### src/core/tmr16_map.svh
// Operation
// - Wide registers reached as two byte accesses
// - One shared temporary high-byte register
// - Low-byte write loads full word
// - Low-byte read latches high byte
// - Compare reads bypass the temporary byte
// - Write high first, read low first
// - Main code masks interrupts across pairs
// - No clock source means no counting
// - Prescaler or external pin, edge selectable
// - Compares drive waveform pins continuously
// - Compare match sets channel flag
// - Capture edge copies counter to capture
// - Optional noise filter before edge detect
// - Top is fixed, compare A or capture
// - Compare A as top disables PWM A
// - Bottom flagged in dual-slope modes on the tick that moves the counter off zero
// - Top flagged in single-slope modes; top is all ones in normal mode and in unlisted mode 7
// - Power gate bit must be cleared first
// - Five flags, each individually maskable
// - Control registers take plain byte access
// - Processor counter write beats count/clear
`ifndef TMR16_MAP_SVH
`define TMR16_MAP_SVH
// Byte addresses on the 8-bit timer bus
`define TMR16_A_CTL1 6'h00
`define TMR16_A_CTL2 6'h01
`define TMR16_A_CTL3 6'h02
`define TMR16_A_CNT_L 6'h04
`define TMR16_A_CNT_H 6'h05
`define TMR16_A_CAP_L 6'h06
`define TMR16_A_CAP_H 6'h07
`define TMR16_A_CMPA_L 6'h08
`define TMR16_A_CMPA_H 6'h09
`define TMR16_A_CMPB_L 6'h0A
`define TMR16_A_CMPB_H 6'h0B
`define TMR16_A_CMPC_L 6'h0C
`define TMR16_A_CMPC_H 6'h0D
`define TMR16_A_FLAG 6'h10
`define TMR16_A_MASK 6'h11
// Flag bit positions
`define TMR16_F_OVF 0
`define TMR16_F_MA 1
`define TMR16_F_MB 2
`define TMR16_F_MC 3
`define TMR16_F_CAP 5
// Control fields
`define TMR16_CS_LSB 0
`define TMR16_WGM_LSB 3
`define TMR16_CAPEDGE_BIT 6
`define TMR16_FILTER_BIT 7
`define TMR16_POLA_BIT 7
`define TMR16_POLB_BIT 6
`define TMR16_POLC_BIT 5
`define TMR16_CAPSRC_BIT 0
`define TMR16_FILTER_LEN 4
`define TMR16_TOP_8 16'h00FF
`define TMR16_TOP_9 16'h01FF
`define TMR16_TOP_10 16'h03FF
`define TMR16_MAX 16'hFFFF
`define TMR16_BOTTOM 16'h0000
// APB word offsets of the controller
`define TMR16_P_CMD 12'h000
`define TMR16_P_STAT 12'h004
`define TMR16_P_RDATA 12'h008
`define TMR16_P_GATE 12'h00C
`define TMR16_CMD_GO_BIT 31
`define TMR16_CMD_WR_BIT 30
`define TMR16_CMD_WIDE_BIT 29
`endif

### src/core/tmr16_pkg.sv
package tmr16_pkg;
   typedef enum logic [1:0] {
      TMR16_ST_IDLE = 2'b00,
      TMR16_ST_FIRST = 2'b01,
      TMR16_ST_SECOND = 2'b10
   } tmr16_state_type;
   typedef enum logic [1:0] {
      TMR16_TOP_FIXED = 2'b00,
      TMR16_TOP_CMPA = 2'b01,
      TMR16_TOP_CAP = 2'b10,
      TMR16_TOP_MAXV = 2'b11
   } tmr16_top_type;
endpackage

### src/core/tmr16_if.sv
`timescale 1ns/1ns
`default_nettype none
interface tmr16_if;
   logic [5:0] addr;
   logic wr;
   logic rd;
   logic [7:0] wdata;
   logic [7:0] rdata;
   logic power_gate;
   modport device (input addr, input wr, input rd, input wdata, input power_gate,
      output rdata);
   modport host (output addr, output wr, output rd, output wdata, output power_gate,
      input rdata);
endinterface
`default_nettype wire

### src/core/tmr16_prescaler.sv
`timescale 1ns/1ns
`default_nettype none
module tmr16_prescaler (
   input wire logic pclk,
   input wire logic presetn,
   input wire logic run,
   input wire logic [2:0] sel,
   input wire logic ext_pin,
   output logic tick
);
   logic [9:0] div_q;
   logic ext_q;
   always_ff @(posedge pclk or negedge presetn) begin
      if (!presetn) div_q <= 10'h000;
      else if (run) div_q <= div_q + 10'h001;
   end
   always_ff @(posedge pclk or negedge presetn) begin
      if (!presetn) ext_q <= 1'b0;
      else ext_q <= ext_pin;
   end
   always_comb begin
      unique case (sel)
         3'h0: tick = 1'b0;
         3'h1: tick = run;
         3'h2: tick = run && (div_q[2:0] == 3'h7);
         3'h3: tick = run && (div_q[5:0] == 6'h3F);
         3'h4: tick = run && (div_q[7:0] == 8'hFF);
         3'h5: tick = run && (div_q == 10'h3FF);
         3'h6: tick = run && ext_q && !ext_pin;
         3'h7: tick = run && !ext_q && ext_pin;
      endcase
   end
endmodule
`default_nettype wire

### src/core/tmr16_device.sv
`timescale 1ns/1ns
`default_nettype none
`include "tmr16_map.svh"
module tmr16_device
   import tmr16_pkg::*;
(
   input wire logic pclk,
   input wire logic presetn,
   tmr16_if.device bus,
   input wire logic external_count_pin,
   input wire logic capture_input_pin,
   input wire logic comparator_out,
   output logic wave_out_a,
   output logic wave_out_b,
   output logic wave_out_c,
   output logic timer_irq
);
   logic [15:0] counter_value_q, compare_value_a_q, compare_value_b_q, compare_value_c_q;
   logic [15:0] cmp_buf_a_q, cmp_buf_b_q, cmp_buf_c_q, capture_value_q;
   logic [7:0] temp_q, timer_control_first_q, timer_control_second_q, timer_control_third_q;
   logic [7:0] timer_flag_register_q, timer_mask_register_q;
   logic [7:0] rdata_q;
   logic [3:0] filt_q;
   logic cap_lvl_q, cap_prev_q, up_q;
   logic wa_q, wb_q, wc_q;
   logic tick, run, pwm, dual, at_top, at_bot;
   logic [15:0] top;
   logic [2:0] wgm;
   logic cap_raw, cap_edge;
   logic wr_cnt;
   logic [2:0] match;
   assign run = !bus.power_gate;
   assign wgm = timer_control_first_q[`TMR16_WGM_LSB +: 3];
   // CTC and normal stay non-pwm so their compare buffers load at once
   assign pwm = wgm inside {3'h1, 3'h2, 3'h3, 3'h5, 3'h6};
   assign dual = (wgm == 3'h5) || (wgm == 3'h6);
   tmr16_prescaler u_presc (
      .pclk(pclk),
      .presetn(presetn),
      .run(run),
      .sel(timer_control_second_q[`TMR16_CS_LSB +: 3]),
      .ext_pin(external_count_pin),
      .tick(tick)
   );
   // Mode decode: 0 normal, 1/2/3 fixed 8/9/10 bit pwm, 4 CTC cmpA, 5 pwm cmpA, 6 pwm cap
   always_comb begin
      unique case (wgm)
         3'h1: top = `TMR16_TOP_8;
         3'h2: top = `TMR16_TOP_9;
         3'h3: top = `TMR16_TOP_10;
         3'h4, 3'h5: top = compare_value_a_q;
         3'h6: top = capture_value_q;
         default: top = `TMR16_MAX;
      endcase
   end
   assign at_top = counter_value_q == top;
   assign at_bot = counter_value_q == `TMR16_BOTTOM;
   assign wr_cnt = bus.wr && bus.addr == `TMR16_A_CNT_L;
   always_ff @(posedge pclk or negedge presetn) begin
      if (!presetn) begin
         counter_value_q <= 16'h0000;
         up_q <= 1'b1;
      end else if (wr_cnt) begin
         counter_value_q <= {temp_q, bus.wdata};
      end else if (tick) begin
         if (wgm == 3'h5 || wgm == 3'h6) begin
            // Dual-slope so the pin edges stay glitch free
            if (up_q && at_top) begin
               up_q <= 1'b0;
               counter_value_q <= counter_value_q - 16'h0001;
            end else if (!up_q && at_bot) begin
               up_q <= 1'b1;
               counter_value_q <= counter_value_q + 16'h0001;
            end else begin
               counter_value_q <= up_q ? counter_value_q + 16'h0001
                  : counter_value_q - 16'h0001;
            end
         end else begin
            up_q <= 1'b1;
            counter_value_q <= at_top ? 16'h0000 : counter_value_q + 16'h0001;
         end
      end
   end
   // Compare buffers load the active copy at top, or at once outside pwm
   always_ff @(posedge pclk or negedge presetn) begin
      if (!presetn) begin
         cmp_buf_a_q <= 16'h0000;
         cmp_buf_b_q <= 16'h0000;
         cmp_buf_c_q <= 16'h0000;
         compare_value_a_q <= 16'h0000;
         compare_value_b_q <= 16'h0000;
         compare_value_c_q <= 16'h0000;
      end else begin
         if (bus.wr && bus.addr == `TMR16_A_CMPA_L) cmp_buf_a_q <= {temp_q, bus.wdata};
         if (bus.wr && bus.addr == `TMR16_A_CMPB_L) cmp_buf_b_q <= {temp_q, bus.wdata};
         if (bus.wr && bus.addr == `TMR16_A_CMPC_L) cmp_buf_c_q <= {temp_q, bus.wdata};
         if (!pwm || (tick && at_top)) begin
            compare_value_a_q <= cmp_buf_a_q;
            compare_value_b_q <= cmp_buf_b_q;
            compare_value_c_q <= cmp_buf_c_q;
         end
      end
   end
   assign match[0] = tick && counter_value_q == compare_value_a_q;
   assign match[1] = tick && counter_value_q == compare_value_b_q;
   assign match[2] = tick && counter_value_q == compare_value_c_q;
   // Waveforms: toggle on match outside pwm, set/clear in pwm
   always_ff @(posedge pclk or negedge presetn) begin
      if (!presetn) begin
         wa_q <= 1'b0;
         wb_q <= 1'b0;
         wc_q <= 1'b0;
      end else if (pwm) begin
         wa_q <= (wgm == 3'h5) ? 1'b0 : (counter_value_q < compare_value_a_q);
         wb_q <= counter_value_q < compare_value_b_q;
         wc_q <= counter_value_q < compare_value_c_q;
      end else begin
         if (match[0]) wa_q <= !wa_q;
         if (match[1]) wb_q <= !wb_q;
         if (match[2]) wc_q <= !wc_q;
      end
   end
   assign wave_out_a = wa_q ^ timer_control_third_q[`TMR16_POLA_BIT];
   assign wave_out_b = wb_q ^ timer_control_third_q[`TMR16_POLB_BIT];
   assign wave_out_c = wc_q ^ timer_control_third_q[`TMR16_POLC_BIT];
   // Capture source, optional four-sample agreement filter
   assign cap_raw = timer_control_third_q[`TMR16_CAPSRC_BIT] ? comparator_out
      : capture_input_pin;
   always_ff @(posedge pclk or negedge presetn) begin
      if (!presetn) begin
         filt_q <= 4'h0;
         cap_lvl_q <= 1'b0;
         cap_prev_q <= 1'b0;
      end else begin
         filt_q <= {filt_q[2:0], cap_raw};
         if (!timer_control_second_q[`TMR16_FILTER_BIT]) cap_lvl_q <= cap_raw;
         else if (filt_q == 4'hF || filt_q == 4'h0) cap_lvl_q <= filt_q[0];
         cap_prev_q <= cap_lvl_q;
      end
   end
   assign cap_edge = run && (timer_control_second_q[`TMR16_CAPEDGE_BIT]
      ? (cap_lvl_q && !cap_prev_q) : (!cap_lvl_q && cap_prev_q));
   always_ff @(posedge pclk or negedge presetn) begin
      if (!presetn) capture_value_q <= 16'h0000;
      else if (bus.wr && bus.addr == `TMR16_A_CAP_L && wgm == 3'h6)
         capture_value_q <= {temp_q, bus.wdata};
      else if (cap_edge && wgm != 3'h6) capture_value_q <= counter_value_q;
   end
   // Shared temporary byte
   always_ff @(posedge pclk or negedge presetn) begin
      if (!presetn) temp_q <= 8'h00;
      else if (bus.wr && (bus.addr == `TMR16_A_CNT_H || bus.addr == `TMR16_A_CAP_H
         || bus.addr == `TMR16_A_CMPA_H || bus.addr == `TMR16_A_CMPB_H
         || bus.addr == `TMR16_A_CMPC_H)) temp_q <= bus.wdata;
      else if (bus.rd && bus.addr == `TMR16_A_CNT_L) temp_q <= counter_value_q[15:8];
      else if (bus.rd && bus.addr == `TMR16_A_CAP_L) temp_q <= capture_value_q[15:8];
   end
   always_ff @(posedge pclk or negedge presetn) begin
      if (!presetn) begin
         timer_control_first_q <= 8'h00;
         timer_control_second_q <= 8'h00;
         timer_control_third_q <= 8'h00;
         timer_mask_register_q <= 8'h00;
      end else if (bus.wr) begin
         if (bus.addr == `TMR16_A_CTL1) timer_control_first_q <= bus.wdata;
         if (bus.addr == `TMR16_A_CTL2) timer_control_second_q <= bus.wdata;
         if (bus.addr == `TMR16_A_CTL3) timer_control_third_q <= bus.wdata;
         if (bus.addr == `TMR16_A_MASK) timer_mask_register_q <= bus.wdata & 8'h2F;
      end
   end
   // Flags: hardware set wins over write-one-to-clear
   logic [7:0] set_v, clr_v;
   always_comb begin
      set_v = 8'h00;
      set_v[`TMR16_F_OVF] = tick && (dual ? at_bot : at_top) && !wr_cnt;
      set_v[`TMR16_F_MA] = match[0];
      set_v[`TMR16_F_MB] = match[1];
      set_v[`TMR16_F_MC] = match[2];
      set_v[`TMR16_F_CAP] = cap_edge || (wgm == 3'h6 && tick && at_top);
      clr_v = (bus.wr && bus.addr == `TMR16_A_FLAG) ? bus.wdata : 8'h00;
   end
   always_ff @(posedge pclk or negedge presetn) begin
      if (!presetn) timer_flag_register_q <= 8'h00;
      else timer_flag_register_q <= ((timer_flag_register_q & ~clr_v) | set_v) & 8'h2F;
   end
   assign timer_irq = |(timer_flag_register_q & timer_mask_register_q);
   always_ff @(posedge pclk or negedge presetn) begin
      if (!presetn) rdata_q <= 8'h00;
      else if (bus.rd) begin
         unique case (bus.addr)
            `TMR16_A_CTL1: rdata_q <= timer_control_first_q;
            `TMR16_A_CTL2: rdata_q <= timer_control_second_q;
            `TMR16_A_CTL3: rdata_q <= timer_control_third_q;
            `TMR16_A_CNT_L: rdata_q <= counter_value_q[7:0];
            `TMR16_A_CAP_L: rdata_q <= capture_value_q[7:0];
            `TMR16_A_CNT_H, `TMR16_A_CAP_H: rdata_q <= temp_q;
            `TMR16_A_CMPA_L: rdata_q <= cmp_buf_a_q[7:0];
            `TMR16_A_CMPA_H: rdata_q <= cmp_buf_a_q[15:8];
            `TMR16_A_CMPB_L: rdata_q <= cmp_buf_b_q[7:0];
            `TMR16_A_CMPB_H: rdata_q <= cmp_buf_b_q[15:8];
            `TMR16_A_CMPC_L: rdata_q <= cmp_buf_c_q[7:0];
            `TMR16_A_CMPC_H: rdata_q <= cmp_buf_c_q[15:8];
            `TMR16_A_FLAG: rdata_q <= timer_flag_register_q;
            `TMR16_A_MASK: rdata_q <= timer_mask_register_q;
            default: rdata_q <= 8'h00;
         endcase
      end
   end
   assign bus.rdata = rdata_q;
endmodule
`default_nettype wire

### src/flat_wrapper.sv
// flat-port wrapper written by rule: the top's interface ports become plain ports
module tmr16_device_flat import tmr16_pkg::*;
  (pclk, presetn, external_count_pin, capture_input_pin, comparator_out, wave_out_a, wave_out_b, wave_out_c, timer_irq, bus_addr, bus_wr, bus_rd, bus_wdata, bus_power_gate, bus_rdata);
  tmr16_if bus_i ();
  input wire logic pclk;
  input wire logic presetn;
  input wire logic external_count_pin;
  input wire logic capture_input_pin;
  input wire logic comparator_out;
  output logic wave_out_a;
  output logic wave_out_b;
  output logic wave_out_c;
  output logic timer_irq;
  input wire logic [$bits(bus_i.addr)-1:0] bus_addr;
  input wire logic [$bits(bus_i.wr)-1:0] bus_wr;
  input wire logic [$bits(bus_i.rd)-1:0] bus_rd;
  input wire logic [$bits(bus_i.wdata)-1:0] bus_wdata;
  input wire logic [$bits(bus_i.power_gate)-1:0] bus_power_gate;
  output wire logic [$bits(bus_i.rdata)-1:0] bus_rdata;
  assign bus_i.addr = bus_addr;
  assign bus_i.wr = bus_wr;
  assign bus_i.rd = bus_rd;
  assign bus_i.wdata = bus_wdata;
  assign bus_i.power_gate = bus_power_gate;
  assign bus_rdata = bus_i.rdata;
  tmr16_device u_core (.pclk(pclk), .presetn(presetn), .bus(bus_i), .external_count_pin(external_count_pin), .capture_input_pin(capture_input_pin), .comparator_out(comparator_out), .wave_out_a(wave_out_a), .wave_out_b(wave_out_b), .wave_out_c(wave_out_c), .timer_irq(timer_irq));
endmodule
### config.mk
export PLATFORM = sky130hd
export DESIGN_NAME = tmr16_device_flat
export DESIGN_NICKNAME = d
export VERILOG_FILES = /design/src/core/tmr16_pkg.sv /design/src/core/tmr16_if.sv /design/src/core/tmr16_prescaler.sv /design/src/core/tmr16_device.sv /design/src/flat_wrapper.sv
export VERILOG_INCLUDE_DIRS = /design/src /design/src/core
export SDC_FILE = /design/constraint.sdc
export NUM_CORES = 1
export LEC_CHECK = 0
export BUFFER_PORTS_ARGS = -buffer_cell sky130_fd_sc_hd__buf_2
export CAP_MARGIN = 20
export CORE_MARGIN = 1
export CORE_UTILIZATION = 50
export DETAILED_ROUTE_END_ITERATION = 6
export PLACE_DENSITY_LB_ADDON = 0.3
export REMOVE_ABC_BUFFERS = 1
export SYNTH_ARGS = -nofsm -noshare
export SYNTH_HDL_FRONTEND = slang
export SYNTH_SLANG_ARGS = --single-unit
### constraint.sdc
create_clock -name pclk -period 4.15 [get_ports pclk]
set_clock_uncertainty 0.1 [all_clocks]
set_input_delay 0.415 -clock pclk [delete_from_list [all_inputs] [get_ports pclk]]
set_output_delay 0.415 -clock pclk [all_outputs]
set_load 0.005 [all_outputs]
==> reports/metrics.cfg, run 1 <==
[clock_network]
clock_tree.buffer_depth = 2
tritoncts_clock_tree = built
clk-insertion-delay-late_ns = 0.45
total_of_hold_buffers_inserted_after_clock_tree_synthesis = 0
cts_sinks = 199
post_cts_buffers = 0
clock_tree.root_cell = clkbuf_16
numCtsBuffers = 17
clk_pin_slew_ns = 0.09
cts_resized = 0
depth_of_the_cts_h_tree = 4

[worst_setup_path]
ff2ff_setup_slack_ns = 0.32
worst_setup_path_start_kind = register
critical_path.max_fanout = 29
endpoint_kind = register
required_time_of_the_critical_path_ns = 4.42
critical-path-top-delay-family = simple AND/OR/NAND/NOR gates
path_class = register to register
worst-endpoint-arrival_ns = 4.10
ordered_cell_list_for_the_critical_path = nand2b_1 > o22ai_1 > nor4_1 > nor3_1 > buf_4 > or4_1 > o21bai_2 > and2_1 > a21oi_1 > nor3_1
crit_slowest_cell = dfrtp_1
cp_common_cell = nor3_1
count_of_buffering_cells_on_the_critical_path_with_inverters_included = 1
critical_path.max_stage_delay_ns = 0.97

[die]
chipWidth_um = 157.0
floorplan.die.height_um = 157.0
die_area_mm2 = 0.02464
start_util_pct = 51.01
core.rowCount = 56
coreArea_mm2 = 0.02354
ioPinCount = 34

[synth]
synth-seq-cells = 199
synthCells = 1191
synth_area_in_xor_xnor_pct = 1.823
mappedNetlistArea_mm2 = 0.01201
ys_dominant_reg_cell = dfrtp_1
main_combinational_cell_family_by_area_after_synthesis = multiplexers
synth_compound_gate_area_share_pct = 15.67
adder_cell_fraction_of_synth_area_pct = 5.626
yosys_warnings = 0
mux_contribution_to_synthesized_area_pct = 16.35
synth_area_per_cell_um2 = 10.08
synthSimpleGateAreaFrac_pct = 13.93
async_reset_ff_share_pct = 100.0
share_of_the_yosys_chip_area_belonging_to_registers_pct = 41.48
post_synth_num_cell_types = 81
number_of_synthesized_flops_with_an_enable_pin = 0

[sta]
timing.final.setup_violations = 0
worst-slew-pin-transition_ns = 0.9540
timing.max_slew.rel_slack_pct = 36.40
hold_violations = 6
timing.hold.ws_ns = -0.02598
slew_violations = 0
setup_repair_after_global_routing_missed_its_margin = false
min_period_ns = 3.835
fmax_mhz = 260.8
post-route-period-util_pct = 92.40

[global_route]
grt_util_all_layers_pct = 32.06
grt_overflow = 0
grt_pass1_wl_mm = 57.84
grt_pass1_vias = 9460
grt_antenna_before_repair = 1
maximum_number_of_pins_on_one_net_before_global_route_repair = 116

[detailed_routing]
vias_per_cell = 6.331
detail_route.wirelength_mm = 37.59
drt.antenna.violating_nets = 0
drtIter0Drc = 767
drt_pre_antenna_iters = 7
drc_errors = 0
vias = 9768
wire_per_inst_um = 24.36

[layout]
area_growth_pct = 10.27
layout.nets = 1287
number_of_antenna_repair_diodes = 0
number_of_filler_instances_in_the_final_layout = 2060
layout.cells.most_common = dfrtp_1
mostFrequentLayoutCells = 198 x dfrtp_1, 109 x mux2_2, 91 x nand2_1, 75 x nor2_1, 64 x inv_1
post_route_cells_drive_above_1_share_pct = 21.73

[status]
failed_checks = negative hold slack
outcome = complete, but fails checks

[pwr]
total_power_mw = 7.100
power_density_mw_per_mm2 = 536.1
worst_ir_drop_vdd_mv = 0.3025
power_leakage_nw = 5.918

[min_path]
min-delay-path-class = primary input to async pin

[flow_run]
cap_violations = 0

[place]
hpwl_mm = 26.52
routabilityCongestion = 0.9624
numPortBuffers = 33

-- synthesized netlist by cell type, drive strengths merged, types with 4 or more instances --
library cell | count | area, um2
dfrtp | 198 | 4955
mux2 | 129 | 1528
nand2 | 91 | 341.6
nor2 | 75 | 281.5
o21ai | 67 | 335.3
inv | 64 | 240.2
clkbuf | 61 | 230.2
ha | 54 | 675.7
a21oi | 45 | 232.7
mux2i | 39 | 390.4
nand3 | 21 | 105.1
nor3 | 21 | 105.1
buf | 20 | 145.1
a22oi | 19 | 142.6
o21a | 19 | 142.6
nand2b | 18 | 112.6
nand4 | 17 | 106.4
xnor2 | 15 | 131.4
and3 | 14 | 87.58
nor2b | 14 | 87.58
a31oi | 13 | 81.33
a21o | 10 | 75.07
nor4 | 10 | 75.07
xor2 | 10 | 87.58
nor3b | 9 | 67.56
a221oi | 8 | 70.07
a22o | 8 | 70.07
a221o | 7 | 70.07
and2 | 7 | 43.79
o211ai | 7 | 52.55
o221ai | 7 | 61.31
or3 | 7 | 43.79
a41oi | 6 | 52.55
or2 | 6 | 40.04
a32oi | 5 | 43.79
o22ai | 5 | 31.28
o31a | 5 | 43.79
nand3b | 4 | 30.03
o22a | 4 | 35.03
-- per-stage QoR --
step           instance area [um2]  setup TNS [ns]  instances  setup slack [ns]  utilization [%]
2_1_floorplan                11630          -79.00       1110            -1.670                -
3_5_place_dp                 12610               0       1510            0.3877            53.55
3_3_place_gp                 12610               0       1510            0.4565            53.55
6_report                     13240               0       1543            0.3153            56.25
4_1_cts                      13240               0       1542            0.3832            56.22
5_1_grt                      13240               0       1543           0.08081            56.25
-- sequential cells by signal, indices dropped and copies added (netlist names), 4 cells and up --
| signal | count |
|---|---|
| u_core.timer_mask_register_q | 5 |
| u_core.timer_control_second_q | 8 |
| u_core.u_presc.div_q | 10 |
| u_core.compare_value_c_q | 16 |
| u_core.bus.rdata | 8 |
| u_core.cmp_buf_a_q | 16 |
| u_core.compare_value_b_q | 16 |
| u_core.temp_q | 8 |
| u_core.cmp_buf_c_q | 16 |
| u_core.cmp_buf_b_q | 16 |
| u_core.timer_flag_register_q | 5 |
| u_core.compare_value_a_q | 16 |
| u_core.capture_value_q | 16 |
| u_core.timer_control_third_q | 8 |
| u_core.timer_control_first_q | 8 |
| u_core.counter_value_q | 16 |
| u_core.filt_q | 4 |
-- worst register-to-register path: cells and delay by family (launching register included) --
kind	cells	cell delay, ns
compound gates	3	0.74
flops	1	0.97
simple gates	6	1.76
buf+inv	1	0.17
-- kinds of logic after synthesis --
| group | count (synthesis) |
|---|---|
| and+or+nand+nor | 329 |
| AOI/OAI and AO/OA | 269 |
| DFF | 199 |
| muxes | 170 |
| buffers and inverters | 145 |
| adders and majority gates | 54 |
| xor gates and xnor gates | 25 |
-- layout make-up --
type / count / area [um2] / share of cell area, %
clock buffers: 17 / 425.4 / 3.212
clock inverters: 15 / 202.7 / 1.531
inverters: 64 / 240.2 / 1.814
multi-input cells: 847 / 6427 / 48.54
flip-flops and latches: 199 / 4981 / 37.61
well taps: 319 / 399.1 / 3.014
repair buffers: 82 / 566.8 / 4.280
-- worst paths after layout --
kind	from	endpoint	depth (start not counted)
max	u_core.timer_control_first_q[3]	u_core.counter_value_q[5]	10
min	presetn	u_core.capture_value_q[14]	1
max reg2reg	u_core.timer_control_first_q[3]	u_core.counter_value_q[5]	10
min reg2reg	u_core.filt_q[0]	u_core.filt_q[1]	0
max in group asynchronous	presetn	u_core.up_q	2
min in group pclk	external_count_pin	u_core.u_presc.ext_q	1
-- where the power goes --
group	internal [mW]	switching (mW)
clock	0.847	0.949
combinational	1.11	1.30
sequential	2.34	0.555
-- per-layer routing --
metal / global-route usage, % / share of wire (%) / vias to the layer above
li1: - / - / 4374
met1: 43.77 / 43 / 4854
met2: 50.96 / 45 / 449
met3: 5.259 / 7.4 / 91
met4: 12.46 / 3.8 / 0
met5: 0 / 0 / -
No activity file was read; power rests on OpenSTA's default activity.
==> run 2: changes to the inputs <==
==> constraint.sdc (replaced) <==
create_clock -name pclk -period 4.05 [get_ports pclk]
set_clock_uncertainty 0.1 [all_clocks]
set_input_delay 0.405 -clock pclk [delete_from_list [all_inputs] [get_ports pclk]]
set_output_delay 0.405 -clock pclk [all_outputs]
set_load 0.005 [all_outputs]
==> run 2 against run 1 <==
The run still ends with negative hold slack left. Final cell count down 0.13%. Combinational power about the same. Highest routed layer unchanged. Die area unchanged. Worst hold slack worse by 0.0013 ns. Sequential share of layout area about the same. Via count up 0.64%. First-iteration DRC count up 23%. Sequential power up 4%. Clock power up 2%. Power up 2.5%. Critical endpoint is now u_core.counter_value_q[8]. Maximum frequency up 1.6%.
==> reports/metrics.cfg, run 2 (synthesized netlist as in run 1, its figures left out) <==
[sta]
timing.max_slew.rel_slack_pct = 35.95
slew_violations = 0
worst-slew-pin-transition_ns = 0.9586
fmax_mhz = 265.0
timing.final.setup_violations = 0
post-route-period-util_pct = 93.17
timing.hold.ws_ns = -0.02730
setup_repair_after_global_routing_missed_its_margin = false
min_period_ns = 3.773
hold_violations = 16

[worst_setup_path]
path_class = register to register
critical_path.max_stage_delay_ns = 0.68
reg2reg_from = u_core.timer_control_first_q[4]
crit_slowest_cell = dfrtp_1
ff2ff_setup_slack_ns = 0.28
setup.worst_path.start = u_core.timer_control_first_q[4]
endpoint_kind = register
critical_path.max_fanout = 20
ordered_cell_list_for_the_critical_path = buf_4 > o21ai_0 > and4_1 > nor4_1 > nand4b_1 > or2_4 > o41ai_4 > mux2i_1 > o221ai_1 > o21ba_1
worstReg2RegEnd = u_core.counter_value_q[8]
count_of_buffering_cells_on_the_critical_path_with_inverters_included = 1
worst-endpoint-arrival_ns = 4.05
worst_r2r_path_depth = 10
required_time_of_the_critical_path_ns = 4.33
critical-path-top-delay-family = simple AND/OR/NAND/NOR gates
worst_setup_path_start_kind = register

[pwr]
netSwitchingPower_mw = 2.853
comb_power_share_pct = 33.4
intPower_mw = 4.426
power_density_mw_per_mm2 = 549.6
total_power_mw = 7.279
worst_ir_drop_vdd_mv = 0.3265
pwr-share-seq_pct = 41.3
power.share.switching_pct = 39.20
power_leakage_nw = 5.915
share_clk_of_total_power_pct = 25.3

[layout]
layout.nets = 1285
mostFrequentLayoutCells = 197 x dfrtp_1, 109 x mux2_2, 91 x nand2_1, 75 x nor2_1, 64 x inv_1
number_of_antenna_repair_diodes = 0
design_area_mm2 = 0.01324
area_growth_pct = 10.28
final_cell_count_no_fill = 1541
layout.cells.most_common = dfrtp_1
post_route_cells_drive_above_1_share_pct = 21.69

[clock_network]
tritoncts_clock_tree = built
numCtsBuffers = 17
depth_of_the_cts_h_tree = 4
cts_resized = 0
clk_pin_slew_ns = 0.09
cts_sinks = 199
post_cts_buffers = 0
clk-insertion-delay-late_ns = 0.45
clock_tree.root_cell = clkbuf_16
clock_tree.buffer_depth = 2
total_of_hold_buffers_inserted_after_clock_tree_synthesis = 0

[die]
floorplan.die.height_um = 157.0
core.rowCount = 56
chipWidth_um = 157.0
coreArea_mm2 = 0.02354
start_util_pct = 51.01
die_area_mm2 = 0.02464
ioPinCount = 34

[place]
place_inst = 1509
routabilityCongestion = 0.9386
numPortBuffers = 33
postPlaceCellArea_mm2 = 0.01260
hpwl_mm = 26.86

[detailed_routing]
vias_per_cell = 6.380
drc_errors = 0
drtIter0Drc = 943
drt_pre_antenna_iters = 6
wire_per_inst_um = 24.50
drt.antenna.violating_nets = 0
vias = 9831
detail_route.wirelength_mm = 37.75

[global_route]
grt_util_all_layers_pct = 32.34
grt_antenna_before_repair = 0
grt_pass1_wl_mm = 58.45
grt_pass1_vias = 9337
grt_overflow = 0
maximum_number_of_pins_on_one_net_before_global_route_repair = 110

[status]
failed_checks = negative hold slack
outcome = complete, but fails checks

[min_path]
min-delay-path-class = primary input to async pin

[flow_run]
cap_violations = 0

==> run 2: cell types whose count changed in the layout (fill, tap and decap cells not counted), moves of 2 or more <==
cell,change
inv_6,-3
inv_12,-2
inv_8,+3
clkinv_8,+2
buf_4,-2
==> run 2: through the flow <==
step	util, %	hold WS, ns	setup slack, ns	TNS (ns)
finish	56.26	-0.02730	0.2766	0
detailed placement	53.52	0.2628	0.3399	0
CTS	56.25	0.03359	0.2857	0
global placement	53.52	0.2639	0.4760	0
global route	56.26	0.03745	0.1040	0
floorplan	-	0.009409	-1.770	-83.80
==> run 2: worst reg2reg max path, cell delays in order (launching register included) <==
cell,delay (ns)
dfrtp_1,0.68
buf_4,0.30
o21ai_0,0.13
and4_1,0.24
nor4_1,0.46
nand4b_1,0.27
or2_4,0.32
o41ai_4,0.52
mux2i_1,0.32
o221ai_1,0.14
o21ba_1,0.24
==> run 2: power groups by stage <==
stage / registers (mW) / clock network (mW) / logic, mW
after global placement: 3.01 / 0 / 2.32
final: 3.01 / 1.84 / 2.43
after detailed placement: 3.02 / 0 / 2.37
after global routing: 3.04 / 1.93 / 2.69
after CTS: 2.98 / 1.86 / 2.40
after floorplan: 2.83 / 0 / 1.58
==> run 2: final cells by class <==
class                           count  area, um2
Sequential cell                   199       4982
Fill cell                        2090      10300
Clock inverter                     15      216.5
Inverter                           64      240.2
Timing Repair Buffer               80      551.8
Multi-Input combinational cell    847       6429
Clock buffer                       17      425.4
Tap cell                          319      399.1
==> run 2: per-layer routing <==
layer	part of all wire [%]	up-vias	global-route usage (%)
li1	-	4366	-
met5	0	-	0
met3	8.2	86	5.865
met4	4.2	0	13.96
met2	44	440	48.68
met1	44	4939	45.58
==> run 2: worst max path at each step <==
stage	endpoint	cells after the start
after floorplan	u_core.compare_value_a_q[0]	7
final	u_core.counter_value_q[8]	10
after detailed placement	u_core.counter_value_q[8]	9
after global routing	u_core.counter_value_q[6]	11
after global placement	u_core.counter_value_q[5]	10
after CTS	u_core.counter_value_q[8]	9
